[config.mk]
export PLATFORM = sky130hd
export DESIGN_NAME = rpc_page_ctrl
export DESIGN_NICKNAME = d
export VERILOG_FILES = /design/src/core/rpc_pkg.sv /design/src/core/rpc_sec_if.sv /design/src/core/rpc_sec_counter.sv /design/src/core/rpc_clk_irq_src.sv /design/src/core/rpc_page_ctrl.sv
export SDC_FILE = /design/constraint.sdc
export NUM_CORES = 1
export LEC_CHECK = 0
export BUFFER_PORTS_ARGS = -buffer_cell sky130_fd_sc_hd__buf_2
export CAP_MARGIN = 20
export CORE_ASPECT_RATIO = 0.75
export CORE_MARGIN = 2
export CORE_UTILIZATION = 35
export CTS_BUF_LIST = sky130_fd_sc_hd__clkbuf_16
export CTS_CLUSTER_DIAMETER = 120
export CTS_CLUSTER_SIZE = 30
export DETAILED_ROUTE_END_ITERATION = 8
export PLACE_DENSITY_LB_ADDON = 0.12
export SLEW_MARGIN = 10
export SYNTH_ARGS = -nofsm -noshare
export SYNTH_HDL_FRONTEND = slang
export SYNTH_SLANG_ARGS = --single-unit
[constraint.sdc]
create_clock -name ref_clk -period 2.87 [get_ports ref_clk]
set_input_delay 0.1435 -clock ref_clk [delete_from_list [all_inputs] [get_ports ref_clk]]
set_output_delay 0.1435 -clock ref_clk [all_outputs]
set_load 0.01 [all_outputs]
[src/core/rpc_pkg.sv]
/*
 * Constants for the page and adjust control of the on-chip real-time clock:
 * register offsets, field positions, reset values and second counts.
 * Assumes an 8-bit register port with a 13-bit byte address.
 */
package rpc_pkg;

	////////////////////////////////////////////////////////////////////////////////
	// Register port geometry and offsets.
	localparam int unsigned RPC_AW = 13;
	localparam int unsigned RPC_DW = 8;

	localparam logic [12:0] RPC_SEC_ADDR    = 13'h0320;
	localparam logic [12:0] RPC_LEAP_ADDR   = 13'h0326;
	localparam logic [12:0] RPC_PAGE_ADDR   = 13'h0327;
	localparam logic [12:0] RPC_RSTSEL_ADDR = 13'h1328;
	localparam logic [12:0] RPC_STAT_ADDR   = 13'h032c;
	localparam logic [12:0] RPC_MASK_ADDR   = 13'h032d;

	////////////////////////////////////////////////////////////////////////////////
	// Field positions of the page and enable register.
	localparam int unsigned RPC_PG_PAGE   = 0;
	localparam int unsigned RPC_PG_ALM_EN = 2;
	localparam int unsigned RPC_PG_TK_EN  = 3;
	localparam int unsigned RPC_PG_ADJ    = 4;
	localparam int unsigned RPC_PG_IRQ_EN = 7;

	// Field positions of the reset and output select register.
	localparam int unsigned RPC_RS_ALM_CLR = 4;
	localparam int unsigned RPC_RS_CNT_CLR = 5;
	localparam int unsigned RPC_RS_SIX_OFF = 6;
	localparam int unsigned RPC_RS_ONE_OFF = 7;

	// Status and mask bit positions.
	localparam int unsigned RPC_ST_CLK = 0;
	localparam int unsigned RPC_ST_SEC = 1;
	localparam int unsigned RPC_ST_MIN = 2;
	localparam int unsigned RPC_NST    = 3;

	////////////////////////////////////////////////////////////////////////////////
	// Values after reset.
	localparam logic       RPC_BIT_RST     = 1'b0;
	localparam logic [1:0] RPC_LEAP_RST    = 2'h0;
	localparam logic       RPC_OUT_OFF_RST = 1'b1;
	localparam logic [2:0] RPC_MASK_RST    = 3'h0;
	localparam logic [2:0] RPC_STAT_RST    = 3'h0;
	localparam logic [5:0] RPC_SEC_RST     = 6'h00;
	localparam logic [7:0] RPC_RD_RST      = 8'h00;

	// Second counts: last value of a minute and first value that rounds up.
	localparam logic [5:0] RPC_SEC_MAX  = 6'h3b;
	localparam logic [5:0] RPC_SEC_HALF = 6'h1e;

endpackage : rpc_pkg

[src/core/rpc_sec_if.sv]
/*
 * Bundle between the control block and the seconds counter.
 * Assumes both ends run on ref_clk.
 */
`timescale 1ns/1ps

interface rpc_sec_if;
	logic       tick;
	logic       enable;
	logic       adjust;
	logic       clear;
	logic       wr_en;
	logic [5:0] wr_data;
	logic [5:0] sec;
	logic       advanced;
	logic       min_carry;

	modport ctrl (
		output tick,
		output enable,
		output adjust,
		output clear,
		output wr_en,
		output wr_data,
		input  sec,
		input  advanced,
		input  min_carry
	);

	modport cnt (
		input  tick,
		input  enable,
		input  adjust,
		input  clear,
		input  wr_en,
		input  wr_data,
		output sec,
		output advanced,
		output min_carry
	);
endinterface : rpc_sec_if

[src/core/rpc_sec_counter.sv]
/*
 * Seconds counter with carry hold, rounding adjust and clear.
 * Assumes tick is a one-cycle pulse on ref_clk from the one-second divider.
 */
`timescale 1ns/1ps

module rpc_sec_counter
	import rpc_pkg::*;
(
	input  wire logic ref_clk,
	input  wire logic reset_n,
	rpc_sec_if.cnt    sif
);

	logic [5:0] sec_q, sec_d;
	logic       pend_q, pend_d;
	logic       adv_q, adv_d;
	logic       mc_q, mc_d;
	logic       step;

	always_comb begin
		sec_d  = sec_q;
		pend_d = pend_q;
		adv_d  = 1'b0;
		mc_d   = 1'b0;
		step   = 1'b0;
		if (sif.clear) begin
			sec_d  = RPC_SEC_RST;
			pend_d = 1'b0;
		end else begin
			// Only one carry is held; further ones while stopped are dropped.
			if (sif.tick && !sif.enable) begin
				pend_d = 1'b1;
			end
			step = sif.enable && (sif.tick || pend_q);
			if (sif.enable) begin
				pend_d = 1'b0;
			end
			if (step) begin
				// A carry in the same cycle as a write discards the write.
				adv_d = 1'b1;
				if (sec_q == RPC_SEC_MAX) begin
					sec_d = RPC_SEC_RST;
					mc_d  = 1'b1;
				end else begin
					sec_d = sec_q + 6'h01;
				end
			end else if (sif.wr_en) begin
				sec_d = sif.wr_data;
			end else if (sif.adjust) begin
				sec_d = RPC_SEC_RST;
				mc_d  = (sec_q >= RPC_SEC_HALF);
			end
		end
	end

	always_ff @(posedge ref_clk or negedge reset_n) begin
		if (!reset_n) begin
			sec_q  <= RPC_SEC_RST;
			pend_q <= 1'b0;
			adv_q  <= 1'b0;
			mc_q   <= 1'b0;
		end else begin
			sec_q  <= sec_d;
			pend_q <= pend_d;
			adv_q  <= adv_d;
			mc_q   <= mc_d;
		end
	end

	assign sif.sec       = sec_q;
	assign sif.advanced  = adv_q;
	assign sif.min_carry = mc_q;

endmodule : rpc_sec_counter

[src/core/rpc_clk_irq_src.sv]
/*
 * Source select for the alarm pin and falling-edge clock interrupt pulse.
 * Assumes the 1 Hz and 16 Hz waves come from the 32 kHz domain and
 * alarm_match comes from logic on ref_clk.
 */
`timescale 1ns/1ps

module rpc_clk_irq_src
	import rpc_pkg::*;
(
	input  wire logic ref_clk,
	input  wire logic reset_n,
	input  wire logic one_hz_wave,
	input  wire logic sixteen_hz_wave,
	input  wire logic alarm_match,
	input  wire logic alarm_enable,
	input  wire logic one_hz_out_off,
	input  wire logic sixteen_hz_out_off,
	input  wire logic irq_enable,
	output logic      alarm_n,
	output logic      clock_irq,
	output logic      fall_seen
);

	logic [1:0] s1_q, s2_q;
	logic       src_q, src_d;
	logic       irq_q, irq_d;
	logic       fall_q, fall_d;

	always_ff @(posedge ref_clk or negedge reset_n) begin
		if (!reset_n) begin
			s1_q <= 2'h3;
			s2_q <= 2'h3;
		end else begin
			s1_q <= {sixteen_hz_wave, one_hz_wave};
			s2_q <= s1_q;
		end
	end

	always_comb begin
		unique case ({one_hz_out_off, sixteen_hz_out_off, alarm_enable})
			3'b111:  src_d = ~alarm_match;
			3'b010:  src_d = s2_q[0];
			3'b100:  src_d = s2_q[1];
			default: src_d = 1'b1;
		endcase
		fall_d = src_q && !src_d;
		irq_d  = fall_d && irq_enable;
	end

	always_ff @(posedge ref_clk or negedge reset_n) begin
		if (!reset_n) begin
			src_q  <= 1'b1;
			irq_q  <= 1'b0;
			fall_q <= 1'b0;
		end else begin
			src_q  <= src_d;
			irq_q  <= irq_d;
			fall_q <= fall_d;
		end
	end

	assign alarm_n   = src_q;
	assign clock_irq = irq_q;
	assign fall_seen = fall_q;

endmodule : rpc_clk_irq_src

[src/core/rpc_page_ctrl.sv]
/*
 * Page and enable control of the real-time clock: register port, page
 * view, leap phase, seconds adjust, counter and alarm clear, output
 * select and interrupt status.
 * Assumes a register master on ref_clk, a one-second carry pulse on
 * ref_clk and the alarm comparator outside.
 */
// Implementation choice: the strobed register port.
`timescale 1ns/1ps

module rpc_page_ctrl
	import rpc_pkg::*;
(
	input  wire logic        ref_clk,
	input  wire logic        reset_n,
	input  wire logic [12:0] addr,
	input  wire logic [7:0]  wr_data,
	input  wire logic        wr_stb,
	input  wire logic        rd_stb,
	output logic      [7:0]  rd_data,
	input  wire logic        one_sec_carry,
	input  wire logic        one_hz_wave,
	input  wire logic        sixteen_hz_wave,
	input  wire logic        alarm_match,
	output logic             alarm_n,
	output logic             clock_irq,
	output logic             irq,
	output logic             page_sel,
	output logic      [1:0]  leap_phase_val,
	output logic             counter_clear,
	output logic             alarm_clear,
	output logic             minute_carry,
	output logic      [5:0]  seconds
);

	////////////////////////////////////////////////////////////////////////////////
	// Address decode.
	logic page_q, page_d;
	logic wr_sec, wr_leap, wr_page, wr_rstsel, wr_stat, wr_mask;

	always_comb begin
		wr_sec    = wr_stb && (addr == RPC_SEC_ADDR) && !page_q;
		wr_leap   = wr_stb && (addr == RPC_LEAP_ADDR) && page_q;
		wr_page   = wr_stb && (addr == RPC_PAGE_ADDR);
		wr_rstsel = wr_stb && (addr == RPC_RSTSEL_ADDR);
		wr_stat   = wr_stb && (addr == RPC_STAT_ADDR);
		wr_mask   = wr_stb && (addr == RPC_MASK_ADDR);
	end

	////////////////////////////////////////////////////////////////////////////////
	// Page and enable register.
	logic alm_en_q, alm_en_d;
	logic tk_en_q, tk_en_d;
	logic adj_q, adj_d;
	logic irq_en_q, irq_en_d;

	always_comb begin
		page_d   = page_q;
		alm_en_d = alm_en_q;
		tk_en_d  = tk_en_q;
		irq_en_d = irq_en_q;
		adj_d    = 1'b0;
		if (wr_page) begin
			page_d   = wr_data[RPC_PG_PAGE];
			alm_en_d = wr_data[RPC_PG_ALM_EN];
			tk_en_d  = wr_data[RPC_PG_TK_EN];
			irq_en_d = wr_data[RPC_PG_IRQ_EN];
			// Rounding only acts when the timekeeping page is in view.
			adj_d    = wr_data[RPC_PG_ADJ] && !page_q;
		end
	end

	always_ff @(posedge ref_clk or negedge reset_n) begin
		if (!reset_n) begin
			page_q   <= RPC_BIT_RST;
			alm_en_q <= RPC_BIT_RST;
			tk_en_q  <= RPC_BIT_RST;
			adj_q    <= RPC_BIT_RST;
			irq_en_q <= RPC_BIT_RST;
		end else begin
			page_q   <= page_d;
			alm_en_q <= alm_en_d;
			tk_en_q  <= tk_en_d;
			adj_q    <= adj_d;
			irq_en_q <= irq_en_d;
		end
	end

	////////////////////////////////////////////////////////////////////////////////
	// Leap phase register.
	logic [1:0] leap_q, leap_d;

	always_comb begin
		leap_d = leap_q;
		if (wr_leap) begin
			leap_d = wr_data[1:0];
		end
	end

	always_ff @(posedge ref_clk or negedge reset_n) begin
		if (!reset_n) begin
			leap_q <= RPC_LEAP_RST;
		end else begin
			leap_q <= leap_d;
		end
	end

	////////////////////////////////////////////////////////////////////////////////
	// Write-only reset and output select register.
	logic one_off_q, one_off_d;
	logic six_off_q, six_off_d;
	logic cnt_clr_q, cnt_clr_d;
	logic alm_clr_q, alm_clr_d;

	always_comb begin
		one_off_d = one_off_q;
		six_off_d = six_off_q;
		cnt_clr_d = 1'b0;
		alm_clr_d = 1'b0;
		if (wr_rstsel) begin
			one_off_d = wr_data[RPC_RS_ONE_OFF];
			six_off_d = wr_data[RPC_RS_SIX_OFF];
			cnt_clr_d = wr_data[RPC_RS_CNT_CLR];
			alm_clr_d = wr_data[RPC_RS_ALM_CLR];
		end
	end

	always_ff @(posedge ref_clk or negedge reset_n) begin
		if (!reset_n) begin
			one_off_q <= RPC_OUT_OFF_RST;
			six_off_q <= RPC_OUT_OFF_RST;
			cnt_clr_q <= RPC_BIT_RST;
			alm_clr_q <= RPC_BIT_RST;
		end else begin
			one_off_q <= one_off_d;
			six_off_q <= six_off_d;
			cnt_clr_q <= cnt_clr_d;
			alm_clr_q <= alm_clr_d;
		end
	end

	////////////////////////////////////////////////////////////////////////////////
	// Seconds counter and interrupt source.
	rpc_sec_if sif ();

	assign sif.tick    = one_sec_carry;
	assign sif.enable  = tk_en_q;
	assign sif.adjust  = adj_q;
	assign sif.clear   = cnt_clr_q;
	assign sif.wr_en   = wr_sec;
	assign sif.wr_data = wr_data[5:0];

	rpc_sec_counter u_sec (
		.ref_clk (ref_clk),
		.reset_n (reset_n),
		.sif     (sif)
	);

	logic fall_seen;

	rpc_clk_irq_src u_src (
		.ref_clk            (ref_clk),
		.reset_n            (reset_n),
		.one_hz_wave        (one_hz_wave),
		.sixteen_hz_wave    (sixteen_hz_wave),
		.alarm_match        (alarm_match),
		.alarm_enable       (alm_en_q),
		.one_hz_out_off     (one_off_q),
		.sixteen_hz_out_off (six_off_q),
		.irq_enable         (irq_en_q),
		.alarm_n            (alarm_n),
		.clock_irq          (clock_irq),
		.fall_seen          (fall_seen)
	);

	////////////////////////////////////////////////////////////////////////////////
	// Sticky status, mask and interrupt line. A new event beats a clear.
	logic [2:0] stat_q, stat_d;
	logic [2:0] mask_q, mask_d;
	logic [2:0] events;
	logic       irq_q, irq_d;

	always_comb begin
		events              = '0;
		events[RPC_ST_CLK]  = fall_seen;
		events[RPC_ST_SEC]  = sif.advanced;
		events[RPC_ST_MIN]  = sif.min_carry;
		stat_d = stat_q;
		if (wr_stat) begin
			stat_d = stat_q & ~wr_data[2:0];
		end
		stat_d = stat_d | events;
		mask_d = mask_q;
		if (wr_mask) begin
			mask_d = wr_data[2:0];
		end
		irq_d = |(stat_d & mask_d);
	end

	always_ff @(posedge ref_clk or negedge reset_n) begin
		if (!reset_n) begin
			stat_q <= RPC_STAT_RST;
			mask_q <= RPC_MASK_RST;
			irq_q  <= 1'b0;
		end else begin
			stat_q <= stat_d;
			mask_q <= mask_d;
			irq_q  <= irq_d;
		end
	end

	////////////////////////////////////////////////////////////////////////////////
	// Read path: data stand for the one cycle after the strobe.
	logic [7:0] rd_q, rd_d;

	always_comb begin
		rd_d = RPC_RD_RST;
		if (rd_stb) begin
			unique case (addr)
				RPC_SEC_ADDR: begin
					if (!page_q) begin
						rd_d = {2'h0, sif.sec};
					end
				end
				RPC_LEAP_ADDR: begin
					if (page_q) begin
						rd_d = {6'h00, leap_q};
					end
				end
				RPC_PAGE_ADDR: begin
					rd_d[RPC_PG_IRQ_EN] = irq_en_q;
					rd_d[RPC_PG_ADJ]    = adj_q;
					rd_d[RPC_PG_TK_EN]  = tk_en_q;
					rd_d[RPC_PG_ALM_EN] = alm_en_q;
					rd_d[RPC_PG_PAGE]   = page_q;
				end
				RPC_STAT_ADDR: rd_d = {5'h00, stat_q};
				RPC_MASK_ADDR: rd_d = {5'h00, mask_q};
				default:       rd_d = RPC_RD_RST;
			endcase
		end
	end

	always_ff @(posedge ref_clk or negedge reset_n) begin
		if (!reset_n) begin
			rd_q <= RPC_RD_RST;
		end else begin
			rd_q <= rd_d;
		end
	end

	////////////////////////////////////////////////////////////////////////////////
	// Outputs.
	assign rd_data        = rd_q;
	assign irq            = irq_q;
	assign page_sel       = page_q;
	assign leap_phase_val = leap_q;
	assign counter_clear  = cnt_clr_q;
	assign alarm_clear    = alm_clr_q;
	assign minute_carry   = sif.min_carry;
	assign seconds        = sif.sec;

endmodule : rpc_page_ctrl

; ---- After elaboration in Yosys (flattened, before gate mapping)
; Index checks and enable logic that the tools add are counted.
[op_classes]
n_addsub = 1
n_lt_le_gt_ge = 1
n_eq_ne = 10
mux = 29
bitwise_logic = 5
n_reduce_logical = 20
[ops]
columns = op, count
row1 = "13-bit by 10-bit equality test with 1-bit output, second input constant", 5
row2 = 6-bit two-way mux, 6
row3 = 3-bit case mux with 5 select lines, 1
row4 = "13-bit equality test, second input constant", 1
row5 = 1-bit logical AND, 13
row6 = 1-bit two-way mux, 13
row7 = 8-bit two-way mux, 1
row8 = "6-bit by 1-bit adder with 6-bit output, second input constant", 1
row9 = 3-bit bitwise AND, 2
row10 = "3-bit equality test, second input constant", 2
row11 = "6-bit equality test, second input constant", 1
row12 = "6-bit by 5-bit >= comparator with 1-bit output, second input constant", 1
row13 = 3-bit two-way mux, 2
row14 = 1-bit case mux with 3 select lines, 2
row15 = 1-bit case mux with 5 select lines, 1
row16 = 1-bit case mux with 4 select lines, 1
row17 = 2-bit case mux with 2 select lines, 1
row18 = 4-bit nonzero test, 1
row19 = "3-bit by 2-bit equality test with 1-bit output, second input constant", 1
row20 = 1-bit logical NOT, 3
row21 = 3-bit inverter, 1
row22 = 3-bit OR, 1
row23 = 3-bit nonzero test, 1
row24 = 3-bit OR reduction, 1
row25 = 3 further kinds, 3
[word_totals]
regBits = 42
inputBits = 29
output_inout_bits = 23
word_cells = 89

; ---- Depth between registers and ports, before layout
[logic_depth]
ltp_word = 6
ltp_mapped = 6

; ---- Hierarchy
; From an unflattened synthesis, not the netlist that was laid out.
[unflattened]
hier_cells = 186
area_unflattened_um2 = 2092.0
[by_module_without_submodules]
columns = module, n_inst, cells_each, area_per_inst_um2, seq_area_each_um2
row1 = rpc_page_ctrl, 1, 106, 1283.7, 628.1
row2 = rpc_sec_counter, 1, 65, 574.3, 225.2
row3 = rpc_clk_irq_src, 1, 15, 234.0, 181.4

; ---- Worst setup path after synthesis
; Ideal clock, no wire load.
[synth_timing]
path_kind = input-to-reg
start = input addr[7]
end = register irq_q (netlist: irq)
setup_time_ns = 0.139
t_arrival_ns = 1.599
slack_ns = 1.132
stages = 5
n_path_buf = 0
path_cell_list = or4bb_1 > and4bb_2 > mux2_2 > o21ai_0 > o221ai_1
[synth_between]
elab_cells_between_ends = 9
[synth_rtl]
columns = element, line_no
row1 = from (decl), rpc_page_ctrl.sv:16  ; input wire logic [12:0] addr,
row2 = 13-bit by 10-bit equality test with 1-bit output, rpc_page_ctrl.sv:47  ; wr_mask = wr_stb && (addr == RPC_MASK_ADDR);
row3 = 1-bit logical AND, rpc_page_ctrl.sv:47
row4 = 3-bit two-way mux, rpc_page_ctrl.sv:194  ; if (wr_mask) begin
row5 = net mask_d[1], rpc_page_ctrl.sv:179  ; logic [2:0] mask_q, mask_d;
row6 = 3-bit bitwise AND, rpc_page_ctrl.sv:197  ; irq_d = |(stat_d & mask_d);
row7 = 3-bit OR reduction, rpc_page_ctrl.sv:197
row8 = net irq_d, rpc_page_ctrl.sv:181  ; logic irq_q, irq_d;
row9 = to (signal assigned), rpc_page_ctrl.sv:208  ; irq_q <= irq_d;
row10 = to (decl), rpc_page_ctrl.sv:181
; The timed path passes the listed nets, and every way through them passes these cells.
; A chain may end at the register's enable or synchronous reset.

; ---- Worst setup path in the final report
[layout_timing]
start = register u_sec.sec_q[1] (netlist: u_sec.sif.sec[1])
end = register u_sec.sec_q[5] (netlist: u_sec.sif.sec[5])
[layout_between]
elab_chain_len = 4
elab_cells_between_ends = 5
[layout_rtl]
columns = element, line_no
row1 = from (decl), rpc_sec_counter.sv:15  ; logic [5:0] sec_q, sec_d;
row2 = from (signal assigned), rpc_sec_counter.sv:59  ; sec_q <= RPC_SEC_RST;
row3 = from (signal assigned), rpc_sec_counter.sv:64  ; sec_q <= sec_d;
row4 = 6-bit by 1-bit adder with 6-bit output / 6-bit equality test (equally long branches), "rpc_sec_counter.sv:46, rpc_sec_counter.sv:42"
row5 = 6-bit two-way mux (*), rpc_sec_counter.sv:42  ; if (sec_q == RPC_SEC_MAX) begin
row6 = 6-bit two-way mux (*), rpc_sec_counter.sv:39  ; if (step) begin
row7 = 6-bit two-way mux (*), rpc_sec_counter.sv:27  ; if (sif.clear) begin
; Every way passes the cells marked *; elsewhere a longest branch is shown, timed or not.

==> flow_summary.yaml <==
run_status:
  status: "complete, but fails checks"
  violations: "negative hold slack"
place:
  gp_congestion: 0.8193
  hpwl_mm: 3.617
  port_buffers: 50
  placed_cells: 297
detailed_routing:
  vias: 1576
  routed_wl_mm: 4.830
  drt_iter0_drc: 57
  routedWlPerCell_um: 15.73
  drc: 0
  firstDrtPassIters: 4
  avgViaCountPerCell: 5.134
  ant_nets: 0
floorplan:
  die_area_sq_mm: 0.006317
  fp.dieW_um: 91.11
  core-area_sq_mm: 0.005410
  initial_core_util_pct: 36.82
  io-pin-count: 52
  rows: 23
  fp.dieH_um: 69.34
yosys:
  syn_inst: 180
  yosysTopAreaCell: "dfrtp_1"
  avgSynthCellArea_sq_um: 11.07
  synth-async-reset-ratio_pct: 100.0
  synth-seq-cells: 41
  synth_area_sq_mm: 0.001992
  syn_nets: 211
  yosysWarningCount: 0
  seq_area_frac_synth_pct: 51.95
  synth_top_area_share_pct: 42.71
  synth_cell_types: 49
  synth.area.top_cells: "dfrtp_1 (43%), dfstp_2 (9.2%), mux2_2 (5.7%)"
  synth_edf_count: 0
  synth_ff_type: "dfrtp_1"
timing:
  setup_viol: 0
  hold_slack_ps: -5.588
  finalCritPeriodShare_pct: 67.90
  skew_ps: 3.972
  max-slew-margin-rel_pct: 39.95
  hold_viol: 5
  final_max_slew_viol_count: 0
  max_freq_ghz: 0.5131
  rsz0062_at_grt: "false"
  tns_ps: 0
  fin_crit_ps: 1949
  worstMarginPinSlew_ps: 900.7
global_route:
  overflow: 0
  grt_pass1_vias: 1503
  grt_first_pass_wirelength_mm: 8.252
  grt_use_total_pct: 16.75
  antenna_found_initial: 0
  grt_start_max_net_pins: 42
pwr:
  p_leak_nw: 1.243
  ir_drop_mv: 0.2520
  power_per_cell_area_mw_per_mm2: 519.2
clock_network:
  h-tree-depth: 2
  cts_tree: "built"
  clk_latency_ps: 280
  cts.clk_slew.worst_paths_ps: 60
  cts_buffer_depth: 2
  clockRootBuffer: "clkbuf_16"
  cts_buffers: 5
  ctsResizeCount: 0
  cts.sinks: 41
cells_and_area:
  layout-drive-gt1-share_pct: 35.34
  layoutNonFillerInstCount: 307
  nets: 262
  area_growth_pct: 24.43
  num_antenna_cells: 0
  fill_cells: 543
worst_setup_path:
  worst_ep_required_time_ps: 3000
  start_kind: "flip-flop"
  endpoint_kind: "flip-flop"
  crit_fanout: 8
  critPathKind: "flip-flop to flip-flop"
  worstPathArrival_ps: 2080
run:
  max_cap_violations: 0
min_path:
  hp-class: "input port to async pin"
worst paths after layout:
kind | slack (ps) | start | depth (start not counted) | to
max in group asynchronous | 2320 | reset_n | 1 | u_src.clock_irq
hold reg to reg | 360 | u_src.s1_q[1] | 0 | u_src.s2_q[1]
setup reg to reg | 920 | u_sec.sif.sec[1] | 6 | u_sec.sif.sec[5]
setup / recovery | 920 | u_sec.sif.sec[1] | 6 | u_sec.sif.sec[5]
hold / removal | -6 | reset_n | 1 | leap_phase_val[0]
min in group ref_clk | 90 | wr_data[5] | 2 | counter_clear
cells in the mapped netlist, drive strengths merged (5+ instances only):
| cell type | number |
|---|---|
| and2 | 6 |
| o21ai | 7 |
| mux2i | 5 |
| nor2 | 15 |
| a32oi | 5 |
| nor3 | 5 |
| inv | 9 |
| mux2 | 10 |
| nand2 | 8 |
| dfrtp | 34 |
| dfstp | 7 |
| a21oi | 10 |
| clkbuf | 5 |
cell families (layout without fill, tap and decap cells):
logic type      after synthesis  in the layout  share of synthesized area [%]
simple gates                 62             62                          18.97
flops                        41             41                          51.95
compound gates               40             40                          14.82
buf+inv                      17             69                          3.769
other cells                   1              1                         0.1883
mux                          15             15                          8.166
fa+ha+maj                     2              2                          1.256
xor+xnor                      2              2                         0.8796
critical path: stages, from the launching register on:
cell and delay (ps):
dfrtp_1 490, ha_1 310, nand2_1 70, nor3_1 490, a41oi_1 90, o21ai_0 240, a211oi_1 100
cell type report:
class,instances,area [sq um],area share [%]
flip-flops and latches,41,1035,41.75
multi-input cells,122,882.1,35.59
repair buffers,52,270.3,10.90
clock buffers,5,125.1,5.048
well taps,75,93.84,3.786
clock inverters,3,38.79,1.565
inverters,9,33.78,1.363
power breakdown:
part / switching, W / total (W) / internal (W) / leakage (nW)
sequential: 0.00000779 / 0.000595 / 0.000587 / 0.532
clock: 0.000214 / 0.000619 / 0.000405 / 0.0850
combinational: 0.0000438 / 0.0000730 / 0.0000292 / 0.626
registers in the layout (all words and copies together) (netlist names), 2 cells and up:
| signal | count |
|---|---|
| rd_data | 7 |
| stat_q | 3 |
| u_src.s1_q | 2 |
| u_src.s2_q | 2 |
| leap_phase_val | 2 |
| u_sec.sif.sec | 6 |
| mask_q | 3 |
stage by stage:
step | utilization (%) | setup slack, ps | area (sq um) | power, W | hold slack [ps]
global placement | 42.41 | 743.2 | 2295 | 0.0006778 | 249.9
floorplan | - | 1132 | 1992 | 0.0006298 | -152.1
global route | 45.81 | 730.3 | 2479 | 0.001349 | 57.45
finish | 45.81 | 921.1 | 2479 | 0.001287 | -5.588
detailed placement | 42.41 | 723.2 | 2295 | 0.0006774 | 252.1
CTS | 45.81 | 930.0 | 2479 | 0.001307 | 39.33
placed cells by master, fill, tap and decap left out, types with 5 or more instances in the layout:
| cell | n |
|---|---|
| nand2_1 | 8 |
| dfstp_2 | 7 |
| dfrtp_1 | 34 |
| mux2_2 | 10 |
| a21oi_1 | 9 |
| clkbuf_16 | 5 |
| buf_2 | 50 |
| nor2_1 | 15 |
| o21ai_0 | 6 |
| a32oi_1 | 5 |
| inv_1 | 10 |
| mux2i_1 | 5 |
timing repair:
item,CTS,global route
setup buffers,0,0
hold endpoints to repair,2,0
hold buffers,2,0
layer usage:
layer | share of wire [%] | global-route usage [%] | wire length, um
met1 | 52 | 26.39 | 2498
met4 | 1.5 | 6.061 | 73
met2 | 40 | 21.98 | 1949
met5 | 0 | 0 | 0
met3 | 6.4 | 3.804 | 308
No activity file was read; power rests on OpenSTA's default activity.
